`src/bcc_pkg.sv`:
```
package bcc_pkg;
   // Register byte addresses
   localparam logic [7:0]  BCC_CLKCTL_ADDR   = 8'ha4;
   localparam logic [7:0]  BCC_SUBCAP_ADDR   = 8'ha8;
   localparam logic [7:0]  BCC_CARDID_ADDR   = 8'hac;
   localparam logic [7:0]  BCC_EXPCAP_ADDR   = 8'hb0;

   // Clock control word fields
   localparam int          BCC_SLOT3_LSB     = 6;
   localparam int          BCC_STOP_BIT      = 13;
   localparam int          BCC_RUN_EN_BIT    = 14;
   localparam int          BCC_RUN_MODE_BIT  = 15;
   localparam int          BCC_L0S_BIT       = 16;
   localparam int          BCC_SCRAM_LSB     = 17;
   localparam logic [1:0]  BCC_SLOT3_OFF     = 2'h3;
   localparam logic [1:0]  BCC_SLOT3_RST     = 2'h0;
   localparam logic        BCC_RUN_EN_RST    = 1'h0;
   localparam logic        BCC_RUN_MODE_RST  = 1'h0;
   localparam logic        BCC_L0S_RST       = 1'h1;
   localparam logic [1:0]  BCC_SCRAM_RST     = 2'h0;

   // Capability structure constants
   localparam logic [7:0]  BCC_SUBCAP_ID     = 8'h0d;
   localparam logic [7:0]  BCC_SUBCAP_NEXT   = 8'hb0;
   localparam logic [7:0]  BCC_SUBCAP_NEXT_SI = 8'ha0;
   localparam logic [7:0]  BCC_EXPCAP_ID     = 8'h10;
   localparam logic [7:0]  BCC_EXPCAP_NEXT   = 8'hf0;
   localparam logic [3:0]  BCC_EXPCAP_VER    = 4'h1;
   localparam logic [3:0]  BCC_PORT_TYPE     = 4'h7;
   localparam logic        BCC_SLOT_IMPL     = 1'h0;
   localparam logic [4:0]  BCC_MSG_NUM       = 5'h00;
   localparam logic [15:0] BCC_CARD_VENDOR   = 16'h0000;  // Arbitrary value
   localparam logic [15:0] BCC_CARD_ID       = 16'h0000;  // Arbitrary value
endpackage

```
`src/bcc_clk_if.sv`:
```
`timescale 1ns/100ps
interface bcc_clk_if;
   logic [1:0] slot3_field;
   logic       run_enable;
   logic       run_mode;
   logic       d3hot;
   logic       bus_idle;
   logic       primary_req;
   logic       stopped;
   logic       clk_out;

   modport ctl (output slot3_field, run_enable, run_mode, d3hot, bus_idle, primary_req,
                input stopped, clk_out);
   modport gen (input slot3_field, run_enable, run_mode, d3hot, bus_idle, primary_req,
                output stopped, clk_out);
endinterface

```
`src/bcc_clk_gen.sv`:
```
`timescale 1ns/100ps
module bcc_clk_gen
   import bcc_pkg::*;
(
   // Clock and reset
   input wire logic pclk,
   input wire logic presetn,
   // Control from the register bank
   bcc_clk_if.gen   cif
);
   logic stop_ff;
   logic clk_ff;
   logic stop_req;
   logic nxt_stop;
   logic nxt_clk;

   // Stop request from the clock-run protocol
   assign stop_req = cif.run_enable &&
                     (cif.run_mode ? (cif.bus_idle && !cif.primary_req)
                                   : cif.d3hot);
   // Stop only at a low phase so no runt pulse reaches the slot
   assign nxt_stop = stop_req ? (stop_ff || !clk_ff) : 1'b0;
   assign nxt_clk  = (nxt_stop || cif.slot3_field == BCC_SLOT3_OFF) ? 1'b0 : !clk_ff;

   // Divide-by-two secondary clock and stop flag
   always_ff @(posedge pclk or negedge presetn)
   begin
      if (!presetn)
      begin
         stop_ff <= 1'b0;
         clk_ff  <= 1'b0;
      end
      else
      begin
         stop_ff <= nxt_stop;
         clk_ff  <= nxt_clk;
      end
   end

   assign cif.stopped = stop_ff;
   assign cif.clk_out = clk_ff;
endmodule

```
`src/bcc_regs.sv`:
```
// Register access over APB is this design's own decision.
`timescale 1ns/100ps
// Summary of operation
// Slot 3 clock toggles for enable codes 00, 01 and 10 and is held low for 11.
// Status bit 13 reads 1 while the secondary clock is stopped, else 0, reset 0.
// Bit 14 enables clock-run stopping, reset 0; no stopping while it is 0.
// With mode bit 15 at 0 (reset) the clock stops only in D3hot.
// With mode bit 15 at 1 the clock stops when the bus is idle and nothing is pending.
// Bit 16 resets to 1; at 1 L0s needs receiver idle, at 0 L0s is always allowed.
// The header at A8h reads 0Dh in its low byte.
// The A8h next pointer reads B0h, or A0h when slot identification is enabled.
// Bits 15:0 at ACh give the read-only subsystem vendor identifier.
// Bits 31:16 at ACh give the read-only subsystem identifier.
// The low byte at B0h reads 10h.
// Bits 15:8 at B0h read F0h.
// Bits 23:20 at B0h read 7h, a bridge from the express link to the parallel bus.
// Reserved bits read zero and ignore writes.
module bcc_regs
   import bcc_pkg::*;
(
   // APB slave
   input  wire logic        pclk,
   input  wire logic        presetn,
   input  wire logic        psel,
   input  wire logic        penable,
   input  wire logic        pwrite,
   input  wire logic [7:0]  paddr,
   input  wire logic [31:0] pwdata,
   output logic      [31:0] prdata,
   output logic             pready,
   output logic             pslverr,
   // Bridge status
   input  wire logic        d3hot,
   input  wire logic        sec_bus_idle,
   input  wire logic        primary_req,
   input  wire logic        rx_elec_idle,
   input  wire logic        slot_id_cap_en,
   // Link and slot controls
   output logic             slot3_bus_clock_out,
   output logic             l0s_entry_allowed,
   output logic [1:0]       scramble_ctrl
);
   logic [1:0]  slot3_ff;
   logic        run_en_ff;
   logic        run_mode_ff;
   logic        l0s_ff;
   logic [1:0]  scram_ff;
   logic        pready_ff;
   logic        pslverr_ff;
   logic [31:0] prdata_ff;
   logic        l0s_ok_ff;
   logic [1:0]  scram_out_ff;

   wire         access;
   wire         hit_clk;
   wire         hit_sub;
   wire         hit_card;
   wire         hit_exp;
   wire         mapped;
   wire         wr_clk;
   wire [31:0]  clk_word;
   wire [31:0]  sub_word;
   wire [31:0]  card_word;
   wire [31:0]  exp_word;
   wire [31:0]  nxt_prdata;
   wire         nxt_l0s_ok;

   bcc_clk_if cif ();

   bcc_clk_gen u_gen
   (
      .pclk    (pclk),
      .presetn (presetn),
      .cif     (cif)
   );

   // Drive the clock generator from the control word and the bridge status inputs
   assign cif.slot3_field = slot3_ff;
   assign cif.run_enable  = run_en_ff;
   assign cif.run_mode    = run_mode_ff;
   assign cif.d3hot       = d3hot;
   assign cif.bus_idle    = sec_bus_idle;
   assign cif.primary_req = primary_req;

   // Address decode; one wait state so read data comes from a flop
   assign access   = psel && penable && !pready_ff;
   assign hit_clk  = paddr == BCC_CLKCTL_ADDR;
   assign hit_sub  = paddr == BCC_SUBCAP_ADDR;
   assign hit_card = paddr == BCC_CARDID_ADDR;
   assign hit_exp  = paddr == BCC_EXPCAP_ADDR;
   assign mapped   = hit_clk || hit_sub || hit_card || hit_exp;
   assign wr_clk   = psel && penable && pready_ff && pwrite && hit_clk;

   // Read words; unlisted bits are constant zero
   assign clk_word = {13'h0000,
                      scram_ff,
                      l0s_ff,
                      run_mode_ff,
                      run_en_ff,
                      cif.stopped,
                      5'h00,
                      slot3_ff,
                      6'h00};
   assign sub_word = {16'h0000,
                      slot_id_cap_en ? BCC_SUBCAP_NEXT_SI : BCC_SUBCAP_NEXT,
                      BCC_SUBCAP_ID};
   assign card_word = {BCC_CARD_ID,
                       BCC_CARD_VENDOR};
   assign exp_word = {2'h0,
                      BCC_MSG_NUM,
                      BCC_SLOT_IMPL,
                      BCC_PORT_TYPE,
                      BCC_EXPCAP_VER,
                      BCC_EXPCAP_NEXT,
                      BCC_EXPCAP_ID};
   assign nxt_prdata = hit_clk  ? clk_word :
                       hit_sub  ? sub_word :
                       hit_card ? card_word :
                       hit_exp  ? exp_word : 32'h0000_0000;

   // L0s policy: receiver idle is needed only when bit 16 is set
   assign nxt_l0s_ok = !l0s_ff || rx_elec_idle;

   // APB handshake and read data
   always_ff @(posedge pclk or negedge presetn)
   begin
      if (!presetn)
      begin
         pready_ff  <= 1'b0;
         pslverr_ff <= 1'b0;
         prdata_ff  <= 32'h0000_0000;
      end
      else
      begin
         pready_ff  <= access;
         pslverr_ff <= access && !mapped;
         if (access && !pwrite)
         begin
            prdata_ff <= nxt_prdata;
         end
      end
   end

   // Writable fields of the clock control word; read-only bits drop writes
   always_ff @(posedge pclk or negedge presetn)
   begin
      if (!presetn)
      begin
         slot3_ff    <= BCC_SLOT3_RST;
         run_en_ff   <= BCC_RUN_EN_RST;
         run_mode_ff <= BCC_RUN_MODE_RST;
         l0s_ff      <= BCC_L0S_RST;
         scram_ff    <= BCC_SCRAM_RST;
      end
      else if (wr_clk)
      begin
         slot3_ff    <= pwdata[BCC_SLOT3_LSB +: 2];
         run_en_ff   <= pwdata[BCC_RUN_EN_BIT];
         run_mode_ff <= pwdata[BCC_RUN_MODE_BIT];
         l0s_ff      <= pwdata[BCC_L0S_BIT];
         scram_ff    <= pwdata[BCC_SCRAM_LSB +: 2];
      end
   end

   // Registered link controls
   always_ff @(posedge pclk or negedge presetn)
   begin
      if (!presetn)
      begin
         l0s_ok_ff    <= 1'b0;
         scram_out_ff <= BCC_SCRAM_RST;
      end
      else
      begin
         l0s_ok_ff    <= nxt_l0s_ok;
         scram_out_ff <= scram_ff;
      end
   end

   assign prdata              = prdata_ff;
   assign pready              = pready_ff;
   assign pslverr             = pslverr_ff;
   assign slot3_bus_clock_out = cif.clk_out;
   assign l0s_entry_allowed   = l0s_ok_ff;
   assign scramble_ctrl       = scram_out_ff;
endmodule

```
`config.mk`:
```
export PLATFORM = sky130hd
export DESIGN_NAME = bcc_regs
export DESIGN_NICKNAME = d
export VERILOG_FILES = /design/src/bcc_pkg.sv /design/src/bcc_clk_if.sv /design/src/bcc_clk_gen.sv /design/src/bcc_regs.sv
export SDC_FILE = /design/constraint.sdc
export NUM_CORES = 1
export LEC_CHECK = 0
export BUFFER_PORTS_ARGS = -buffer_cell sky130_fd_sc_hd__buf_4
export CORE_ASPECT_RATIO = 2
export CORE_MARGIN = 2
export CORE_UTILIZATION = 41
export DETAILED_ROUTE_END_ITERATION = 6
export PLACE_DENSITY = 0.79
export SKIP_CTS_REPAIR_TIMING = 1
export SYNTH_ARGS = -nofsm -noshare
export SYNTH_HDL_FRONTEND = slang
export SYNTH_HIERARCHICAL = 1
export SYNTH_SLANG_ARGS = --single-unit
```
`constraint.sdc`:
```
create_clock -name pclk -period 2 [get_ports pclk]
set_clock_uncertainty 0.2 [all_clocks]
set_input_delay 0.3 -clock pclk [delete_from_list [all_inputs] [get_ports pclk]]
set_output_delay 0.3 -clock pclk [all_outputs]
set_load 0.005 [all_outputs]
```
# Word level (Yosys, flattened, before mapping)
# Cells that the tools add are included.
# op_classes
muxes,8
reduce_logical,21
eq_ne,5
# ops
cell,n
2-to-1 mux 23 bit,4
equality test 8 bit (second input constant),4
logical AND 1 bit,9
zero test 1 bit,6
logical OR 1 bit,6
2-to-1 mux 5 bit,1
2-to-1 mux 1 bit,3
equality test 2 bit (second input constant),1
# totals
word_cells,46
ff_bits,46
output_inout_bits,38

# Longest topological paths before layout
# Gate-level depths: netlist (run 1).
# depth
ltp_word,7
ltp_mapped,5

# Hierarchy
# Netlist (run 1), hierarchy kept.
# by_module_without_submodules
mod,n_inst,seq_area_each_um2,area_per_inst_um2,cells_per_inst
bcc_regs,1,576.8,1197.4,102
bcc_clk_gen,1,50.0,88.8,8

# Worst setup path before layout (run 1)
# OpenSTA, ideal clock, no wires.
# synth_timing
kind,input to register
startpoint,input port paddr[4]
endpoint,register run_en_ff (netlist: cif.run_enable)
slack_ns,0.423
n_path_buf,2
stages,5
arrival_ns,1.252
setup_ns,0.125
path_cell_list,buf_2 -> nor3b_1 -> and4_1 -> buf_6 -> mux2_4
# synth_between
elab_chain_len,2
# synth_rtl
element,line,rtl
from (decl),bcc_regs.sv:27,"input wire logic [7:0] paddr,"
equality test 8 bit,bcc_regs.sv:87,assign hit_clk = paddr == BCC_CLKCTL_ADDR;
logical AND 1 bit,bcc_regs.sv:92,assign wr_clk = psel && penable && pready_ff && pwrite && hit_clk;
to (signal assigned),bcc_regs.sv:158,run_en_ff <= pwdata[BCC_RUN_EN_BIT];
to (decl),bcc_regs.sv:44,logic run_en_ff;
# Every way passes these cells.
# A chain may end at the register's enable or synchronous reset.

# Worst setup path after layout (run 1)
# layout_timing
startpoint,register pready_ff (netlist: pready)
endpoint,register slot3_ff[0] (netlist: cif.slot3_field[0])
# layout_between
elab_chain_len,3
# layout_rtl
element,line,rtl
from (decl),bcc_regs.sv:48,logic pready_ff;
from (signal assigned),bcc_regs.sv:135,pready_ff <= access;
logical AND 1 bit (3 in a row),bcc_regs.sv:92,
to (signal assigned),bcc_regs.sv:157,slot3_ff <= pwdata[BCC_SLOT3_LSB +: 2];
to (decl),bcc_regs.sv:43,logic [1:0] slot3_ff;
# Every way passes these cells.

==> impl_metrics.py, run 1 <==
metrics = {
    "cells_and_area": {
        "drive_above_1_share_pct": 42.5,
        "diodes": 0,
        "final_area_sq_um": 1630,
        "final_cells": 183,
        "num-nets-final": 204,
        "area_growth_pct": 26.7,
    },
    "synth": {
        "synthFlopType": "dfrtp_1",
        "synthArstFlopShare_pct": 100,
        "ys_seq_elements": 25,
        "synth_seq_area_share_pct": 48.7,
        "syn_inst": 110,
        "ys_warn_count": 6,
        "synth_edf_count": 0,
        "yosys-top-cells-count": "dfrtp_1 (24), buf_4 (22), mux2_4 (7), nor2_1 (7), nand2_1 (6)",
        "yosysTopAreaCellShare_pct": 46.7,
        "yosysMostFrequentCell": "dfrtp_1",
        "avgSynthCellArea_sq_um": 11.7,
        "synth_area_leaders": "dfrtp_1 (47%), buf_4 (13%), mux2_4 (8.2%)",
        "netlist_area_sq_um": 1290,
        "yosysTopAreaCell": "dfrtp_1",
        "ys_types": 32,
    },
    "clock_tree": {
        "cts_max_level": 1,
        "clock_latency_ns": 0.26,
        "root_buffer": "clkbuf_8",
        "cts_buffer_depth": 2,
        "cts.sinks": 25,
        "cts_tree": "built",
        "cts.reportedPaths.clkPinSlew_ns": 0.09,
        "numCtsBuffers": 3,
    },
    "drt": {
        "wl_per_cell_um": 13.8,
        "drtIter0Drc": 14,
        "drc_errors": 0,
        "vias": 952,
        "vias_per_cell": 5.20,
        "ant_nets": 0,
        "drt_pre_antenna_iters": 4,
        "drt-total-wl_um": 2520,
    },
    "critical_path": {
        "arrival_ns": 1.60,
        "critPathLaunchType": "register",
        "worstPathRequired_ns": 1.95,
        "cp_max_fo": 7,
        "path_class": "reg2reg",
        "endpoint_kind": "register",
    },
    "placement": {
        "dpl-instance-area_sq_um": 1570,
        "place_inst": 178,
        "hpwl_um": 2040,
        "portBuffers": 46,
        "gp_congestion": 0.776,
        "dp_slack_ns": 0.195,
    },
    "global_routing": {
        "grt_pass1_vias": 951,
        "grt_overflow": 0,
        "grt_max_degree": 26,
        "antenna_found_initial": 0,
        "track_usage_pct": 14.9,
        "grt_pass1_wl_um": 4210,
    },
    "floorplanning": {
        "row_count": 28,
        "die_h_um": 83.2,
        "core_sq_um": 2980,
        "die_area_sq_um": 3630,
        "start_util_pct": 43.2,
        "pin_count": 88,
        "dieWidth_um": 43.6,
    },
    "sta": {
        "rsz0062_at_grt": "no",
        "fmax_ghz": 0.608,
        "setup_viol": 0,
        "hold_viol": 0,
        "period_share_pct": 82.3,
        "tns_ns": 0,
        "fin_ws_ns": 0.354,
        "min_period_ns": 1.65,
        "slew_viol_final": 0,
    },
    "hold_path": {
        "hold_path_class": "in2reg",
    },
    "power": {
        "power.density_nw_per_um2": 597,
        "vdd_drop_max_uv": 401,
        "p_leak_nw": 0.809,
    },
    "outcome": {
        "status": "finished, final reports clean",
    },
    "run": {
        "drv_cap": 0,
    },
}
[per-layer routing]
layer  wire [um]  part of all wire [%]  global-route usage, %  up-vias
li1            -                     -                      -      437
met3         134                   5.3                   1.74        8
met5           0                     0                      0        -
met2        1490                    59                   27.3       40
met4          76                   3.0                   8.26        0
met1         819                    33                   15.0      467
[final timing paths]
kind / startpoint / cells past startpoint / end / slack [ns]
setup / recovery: pready$_DFF_PN0_ / 4 / cif.slot3_field[0]$_DFFE_PN0P_ / 0.35
hold / removal: rx_elec_idle / 2 / l0s_entry_allowed$_DFF_PN0_ / 0.03
setup reg to reg: pready$_DFF_PN0_ / 4 / cif.slot3_field[0]$_DFFE_PN0P_ / 0.35
hold reg to reg: scram_ff[0]$_DFFE_PN0P_ / 0 / scramble_ctrl[0]$_DFF_PN0_ / 0.22
max in group asynchronous: presetn / 2 / l0s_ff$_DFFE_PN1P_ / 1.05
min in group asynchronous: presetn / 2 / pready$_DFF_PN0_ / 0.26
[sequential cells by signal, indices dropped and copies added (netlist names)]
register,count
pslverr,1
pready,1
prdata,11
cif.run_mode,1
cif.run_enable,1
scram_ff,2
l0s_ff,1
cif.slot3_field,2
u_gen/cif.clk_out,1
scramble_ctrl,2
l0s_entry_allowed,1
u_gen/cif.stopped,1
[layout by cell type (no fill, tap or decap), drive strengths merged]
cell / n
nand3: 2
nand4bb: 1
conb: 16
nand4b: 1
o21ai: 1
xnor2: 1
a21oi: 2
clkbuf: 3
nand2: 6
nor3b: 2
o2bb2ai: 2
nand3b: 2
dfstp: 1
buf: 49
a311oi: 1
a31oi: 1
dlygate4sd3: 1
nand4: 3
and4bb: 2
nand2b: 1
mux2: 7
xor2: 1
clkinvlp: 1
nor2b: 3
a22o: 4
and3: 2
dfrtp: 24
nor4b: 3
and4: 2
nor2: 7
o31ai: 1
[cells by family (layout without fill, tap and decap cells)]
| family | count (synthesis) | count (layout) | synth area share, % |
|---|---|---|---|
| mux | 7 | 7 | 8.17 |
| xor+xnor | 2 | 2 | 1.36 |
| buf+inv | 26 | 54 | 14.8 |
| compound gates | 12 | 12 | 7.00 |
| other cells | 1 | 16 | 0.292 |
| flops | 25 | 25 | 48.7 |
| simple gates | 37 | 37 | 19.6 |
[cell type report]
type	count	area [sq um]
Fill cell	271	1350
Sequential cell	25	627
Multi-Input combinational cell	74	526
Timing Repair Buffer	50	390
Clock buffer	3	41.3
Tap cell	30	37.5
Clock inverter	1	7.51
[power breakdown]
part | internal [W] | switching (W) | total, W
clock network | 0.000141 | 0.000153 | 0.000294
registers | 0.000521 | 0.0000114 | 0.000532
logic | 0.0000839 | 0.0000629 | 0.000147
total | 0.000745 | 0.000227 | 0.000973
[metrics by stage]
stage	power, W	hold slack, ns	utilization (%)
detailed placement	0.000689	0.0149	52.7
floorplan	0.000626	-0.196	-
global placement	0.000685	0.00518	52.7
finish	0.000973	0.0300	54.7
CTS	0.000982	-0.272	54.4
global route	0.00102	0.0166	54.7
[worst max-delay path, stage by stage (launching register included)]
cell and delay [ns]:
dfrtp_1 0.43, and4_1 0.21, and4_1 0.25, buf_12 0.15, mux2_4 0.30
(Power assumes the default switching activity.)
==> inputs of run 2 (changes only) <==
--- a/config.mk
+++ b/config.mk
@@ -5,12 +5,13 @@
 export SDC_FILE = /design/constraint.sdc
 export NUM_CORES = 1
 export LEC_CHECK = 0
+export ABC_AREA = 1
 export BUFFER_PORTS_ARGS = -buffer_cell sky130_fd_sc_hd__buf_4
 export CORE_ASPECT_RATIO = 2
 export CORE_MARGIN = 2
-export CORE_UTILIZATION = 41
+export CORE_UTILIZATION = 38
 export DETAILED_ROUTE_END_ITERATION = 6
-export PLACE_DENSITY = 0.79
+export PLACE_DENSITY = 0.76
 export SKIP_CTS_REPAIR_TIMING = 1
 export SYNTH_ARGS = -nofsm -noshare
 export SYNTH_HDL_FRONTEND = slang
==> constraint.sdc (replaced) <==
create_clock -name pclk -period 1.36 [get_ports pclk]
set_clock_uncertainty 0.2 [all_clocks]
set_input_delay 0.204 -clock pclk [delete_from_list [all_inputs] [get_ports pclk]]
set_output_delay 0.204 -clock pclk [all_outputs]
set_load 0.005 [all_outputs]
==> run 2 against run 1 <==
Net effect: the run now ends with negative hold slack left; critical path depth increased by 3; clock-buffer cell count is the same; synthesized cell count rose by 52%; sequential power increased by 45%; fmax rose by 22%; final cell count increased by 39%; clock power rose by 46%; worst hold slack worse by 0.044 ns; die area grew 12%; combinational power rose by 51%; setup slack got worse by 0.34 ns; sequential share of layout area is 4.1 points lower; largest power group unchanged.
==> impl_metrics.py, run 2 <==
metrics = {
    "placement": {
        "hpwl_um": 2240,
        "portBuffers": 46,
        "gp_congestion": 0.769,
    },
    "synth": {
        "synthFlopType": "dfrtp_1",
        "synth_seq_area_share_pct": 46.5,
        "netlist_area_sq_um": 1350,
        "ys_types": 21,
        "yosysTopAreaCellShare_pct": 44.5,
        "synth_compound_area_share_pct": 1.95,
        "ys_warn_count": 6,
        "synthArstFlopShare_pct": 100,
        "yosysTopAreaCell": "dfrtp_1",
        "synthAdderAreaFrac_pct": 0,
        "syn_inst": 167,
        "synth_edf_count": 0,
        "synth_area_leaders": "dfrtp_1 (45%), nand2_1 (16%), buf_4 (12%)",
        "synth_top_family_by_area": "simple AND/OR/NAND/NOR gates",
        "synthSimpleGateAreaFrac_pct": 34.6,
        "yosys-top-cells-count": "nand2_1 (59), dfrtp_1 (24), buf_4 (21)",
        "ys_seq_elements": 25,
        "synth.mux.area_fraction_pct": 0,
        "yosysMostFrequentCell": "nand2_1",
        "avgSynthCellArea_sq_um": 8.08,
        "synth_xor_area_share_pct": 0,
    },
    "cells_and_area": {
        "drive_above_1_share_pct": 35.4,
        "diodes": 0,
        "area_growth_pct": 35.2,
        "final_util_pct": 54.0,
        "layout_common_cells": "nand2_1 (51), buf_4 (50), dfrtp_1 (24)",
        "num-nets-final": 274,
        "multi_input_area_sq_um": 573,
        "num-fill-cells": 320,
        "largest_reg_flops": 11,
        "final_common_cell": "nand2_1",
        "seqCellArea_sq_um": 627,
    },
    "critical_path": {
        "crit_start": "pready$_DFF_PN0_",
        "critPathLaunchType": "register",
        "worstPathRequired_ns": 1.32,
        "path_class": "reg2reg",
        "reg2reg_from": "pready$_DFF_PN0_",
        "arrival_ns": 1.31,
        "cp_max_fo": 5,
        "endpoint_kind": "register",
    },
    "floorplanning": {
        "dieWidth_um": 46.1,
        "pin_count": 88,
        "row_count": 30,
        "core_sq_um": 3380,
        "start_util_pct": 39.9,
        "die_area_sq_um": 4070,
        "die_h_um": 88.3,
    },
    "drt": {
        "dr_wl_met2_um": 1680,
        "drtIter0Drc": 14,
        "wl_met1_um": 893,
        "wl_per_cell_um": 10.6,
        "drt_pre_antenna_iters": 4,
        "vias_per_cell": 4.47,
        "met3_length_um": 101,
        "drt-total-wl_um": 2710,
        "vias": 1141,
        "routed.top_layer": "met4",
        "drc_errors": 0,
        "ant_nets": 0,
    },
    "run": {
        "drv_cap": 0,
    },
    "global_routing": {
        "antenna_found_initial": 0,
        "grt_overflow": 0,
        "grt_pass1_vias": 1076,
        "grt_max_degree": 26,
        "grt_pass1_wl_um": 4370,
        "track_usage_pct": 14.4,
    },
    "power": {
        "p_comb_share_pct": 15.6,
        "power.density_nw_per_um2": 780,
        "switchingPower_w": 0.000335,
        "switching_share_pct": 23.6,
        "clkPwrFrac_pct": 30.2,
        "p_int_w": 0.00109,
        "p_leak_nw": 1.04,
        "seqPwrFrac_pct": 54.2,
        "vdd_drop_max_uv": 543,
    },
    "clock_tree": {
        "cts_max_level": 1,
        "cts.sinks": 25,
        "cts_buffer_depth": 2,
        "root_buffer": "clkbuf_8",
        "clock_latency_ns": 0.26,
        "cts_tree": "built",
        "cts.reportedPaths.clkPinSlew_ns": 0.08,
        "numCtsBuffers": 3,
    },
    "sta": {
        "min_period_ns": 1.35,
        "slew_viol_final": 0,
        "fmax_ghz": 0.741,
        "rsz0062_at_grt": "yes",
        "fin_hold_ws_ns": -0.0141,
        "hold_viol": 1,
        "setup_viol": 0,
        "period_share_pct": 99.3,
    },
    "outcome": {
        "violations": "negative hold slack",
        "status": "finished, violations left",
    },
    "hold_path": {
        "min_from": "pwdata[7]",
        "hold_path_class": "in2reg",
    },
}
run 2: cell types whose count changed after synthesis, sizes merged, moves of 3 or more:
cell | before | now
a22o | 4 | 0
buf | 25 | 22
inv | 0 | 15
mux2 | 7 | 0
nand2 | 6 | 61
nand3 | 2 | 16
nand4 | 3 | 0
nor2 | 7 | 21
nor2b | 3 | 0
nor4b | 3 | 0
run 2: kinds of logic (layout without fill, tap and decap cells):
family	after synthesis	in the layout
simple gates	100	100
buf+inv	37	78
flops	25	25
compound gates	4	4
other cells	1	16
run 2: layout make-up:
class / instances / share of cell area (%)
flip-flops and latches: 25 / 34.4
repair buffers: 59 / 26.1
clock inverters: 1 / 0.412
well taps: 32 / 2.20
inverters: 15 / 3.23
multi-input cells: 120 / 31.4
clock buffers: 3 / 2.26
run 2: routing by layer:
layer | track usage [%] | vias up
met4 | 5.97 | 0
li1 | - | 590
met1 | 14.7 | 515
met3 | 0.612 | 2
met2 | 28.0 | 34
met5 | 0 | -
run 2: power by group through the flow:
stage	Clock (W)	Combinational [W]	Sequential, W
floorplan	0	0.000112	0.000786
finish	0.000429	0.000222	0.000771
global placement	0	0.000197	0.000786
detailed placement	0	0.000201	0.000786
global route	0.000473	0.000251	0.000774
CTS	0.000440	0.000201	0.000772
run 2: metrics by stage:
stage | power [W] | instances | instance area (sq um) | setup TNS (ns) | worst slack [ns]
after floorplan | 0.000898 | 182 | 1410 | 0 | 0.00934
after global placement | 0.000983 | 241 | 1660 | 0 | 0.0190
after detailed placement | 0.000987 | 241 | 1660 | -0.00519 | -0.00431
after CTS | 0.00141 | 245 | 1710 | -0.0392 | -0.0109
after global routing | 0.00150 | 255 | 1820 | -0.683 | -0.0693
final | 0.00142 | 255 | 1820 | 0 | 0.0102
run 2: path summary, 6_finish.rpt:
path	to	slack, ns	cells past startpoint
min in group asynchronous	scram_ff[1]$_DFFE_PN0P_	0.17	2
setup reg to reg	prdata[16]$_DFFE_PN0P_	0.01	7
hold / removal	cif.slot3_field[1]$_DFFE_PN0P_	-0.01	3
setup / recovery	prdata[16]$_DFFE_PN0P_	0.01	7
max in group asynchronous	l0s_ff$_DFFE_PN1P_	0.50	2
hold reg to reg	scramble_ctrl[1]$_DFF_PN0_	0.22	0
run 2: critical path, stage by stage, from the launching register on:
cell and delay [ns]:
dfrtp_1 0.40, inv_2 0.08, nand3_4 0.07, nor2_4 0.15, buf_4 0.16, nand2_1 0.07, nand2_1 0.06, nand2_1 0.05
==> inputs of run 3 (changes only) <==
--- a/config.mk
+++ b/config.mk
@@ -11,6 +11,7 @@
 export CORE_MARGIN = 2
 export CORE_UTILIZATION = 38
 export DETAILED_ROUTE_END_ITERATION = 6
+export HOLD_SLACK_MARGIN = 0.03
 export PLACE_DENSITY = 0.76
 export SKIP_CTS_REPAIR_TIMING = 1
 export SYNTH_ARGS = -nofsm -noshare
==> run 3 against run 2 <==
Net effect: the run now ends clean; clock-buffer cell count did not move; register-to-register slack barely moved; non-clock buffer count rose by 1; routed wire length barely moved; fmax did not move; critical path type unchanged; largest power group unchanged.
==> impl_metrics.py, run 3 (synthesized netlist as in run 2, its figures left out) <==
metrics = {
    "outcome": {
        "status": "finished, final reports clean",
    },
    "sta": {
        "fmax_ghz": 0.741,
        "fin_ws_ns": 0.0102,
        "fin_hold_ws_ns": 0.0269,
        "min_period_ns": 1.35,
        "rsz0062_at_grt": "yes",
        "setup_viol": 0,
        "slew_viol_final": 0,
        "hold_viol": 0,
        "period_share_pct": 99.3,
    },
    "drt": {
        "wl_per_cell_um": 10.6,
        "drtIter0Drc": 16,
        "vias": 1145,
        "ant_nets": 0,
        "vias_per_cell": 4.47,
        "drt-total-wl_um": 2720,
        "drt_pre_antenna_iters": 4,
        "drc_errors": 0,
    },
    "floorplanning": {
        "die_area_sq_um": 4070,
        "die_h_um": 88.3,
        "row_count": 30,
        "dieWidth_um": 46.1,
        "start_util_pct": 39.9,
        "core_sq_um": 3380,
        "pin_count": 88,
    },
    "placement": {
        "portBuffers": 46,
        "dpl-instance-area_sq_um": 1660,
        "gp_congestion": 0.769,
        "dp_slack_ns": -0.00431,
        "hpwl_um": 2240,
    },
    "power": {
        "p_leak_nw": 1.05,
        "power.density_nw_per_um2": 777,
        "vdd_drop_max_uv": 543,
    },
    "clock_tree": {
        "cts_buffer_depth": 2,
        "cts_tree": "built",
        "clock_latency_ns": 0.26,
        "cts.reportedPaths.clkPinSlew_ns": 0.08,
        "numCtsBuffers": 3,
        "cts_max_level": 1,
        "cts.sinks": 25,
        "root_buffer": "clkbuf_8",
    },
    "critical_path": {
        "cp_max_fo": 5,
        "max_stage_delay_ns": 0.40,
        "cp.depth": 7,
        "worstPathRequired_ns": 1.32,
        "reg2regPathDepth": 7,
        "critPathLaunchType": "register",
        "endpoint_kind": "register",
        "worstPathCellList": "inv_2 > nand3_4 > nor2_4 > buf_4 > nand2_1 > nand2_1 > nand2_1",
        "regToRegSetupSlack_ns": 0.01,
        "slowest_stage": "dfrtp_1",
        "crit_buf_inv": 2,
        "path_class": "reg2reg",
        "crit_family": "flip-flops",
        "cpMostUsedCell": "nand2_1",
        "arrival_ns": 1.31,
    },
    "cells_and_area": {
        "diodes": 0,
        "layout_common_cells": "nand2_1 (51), buf_4 (50), dfrtp_1 (24)",
        "drive_above_1_share_pct": 35.3,
        "largest_reg_flops": 11,
        "final_area_sq_um": 1830,
        "area_growth_pct": 35.9,
        "final_common_cell": "nand2_1",
        "num-nets-final": 275,
    },
    "global_routing": {
        "antenna_found_initial": 0,
        "grt_max_degree": 26,
        "grt_overflow": 0,
        "grt_pass1_wl_um": 4370,
        "track_usage_pct": 14.4,
        "grt_pass1_vias": 1076,
    },
    "hold_path": {
        "hold_path_class": "in2reg",
        "hold_depth": 4,
    },
    "run": {
        "drv_cap": 0,
    },
}
run 3: final timing paths:
kind                                               from                          end
worst max-delay path                   pready$_DFF_PN0_       prdata[16]$_DFFE_PN0P_
worst min-delay path                       sec_bus_idle  u_gen/cif.clk_out$_DFF_PN0_
worst max register to register         pready$_DFF_PN0_       prdata[16]$_DFFE_PN0P_
worst min register to register  scram_ff[1]$_DFFE_PN0P_   scramble_ctrl[1]$_DFF_PN0_
max in group asynchronous                       presetn           l0s_ff$_DFFE_PN1P_
min in group asynchronous                       presetn      scram_ff[1]$_DFFE_PN0P_
run 3: area by class of cell:
cell class	count	area [sq um]
clock buffer	3	41.3
sequential	25	627
inverter	15	58.8
clock inverter	1	7.51
fill	319	1550
timing repair buffer	60	485
multi-input combinational	120	573
tap	32	40.0
run 3: power breakdown:
group / total [W] / internal [W] / switching, W / leakage [nW]
logic: 0.000224 / 0.000121 / 0.000103 / 0.692
clock network: 0.000429 / 0.000207 / 0.000222 / 0.0217
registers: 0.000771 / 0.000761 / 0.0000101 / 0.332
run 3: tightest hold or removal path: stages:
cell	delay [ns]
buf_4	0.07
nand2_1	0.05
nand2_1	0.07
a21oi_1	0.06
run 3: stage by stage:
| step | utilization (%) | power (W) | TNS, ns | instances |
|---|---|---|---|---|
| final | 54.3 | 0.00142 | 0 | 256 |
| after global routing | 54.3 | 0.00150 | -0.683 | 256 |
| after CTS | 50.5 | 0.00141 | -0.0392 | 245 |
| after detailed placement | 49.0 | 0.000987 | -0.00519 | 241 |
| after global placement | 49.0 | 0.000983 | 0 | 241 |
| after floorplan | - | 0.000898 | 0 | 182 |
run 3: per-layer routing:
metal  track usage, %  routed length (um)
met4             5.97                  40
met1             14.7                 894
met2             28.0                1680
met3            0.612                  98
met5                0                   0
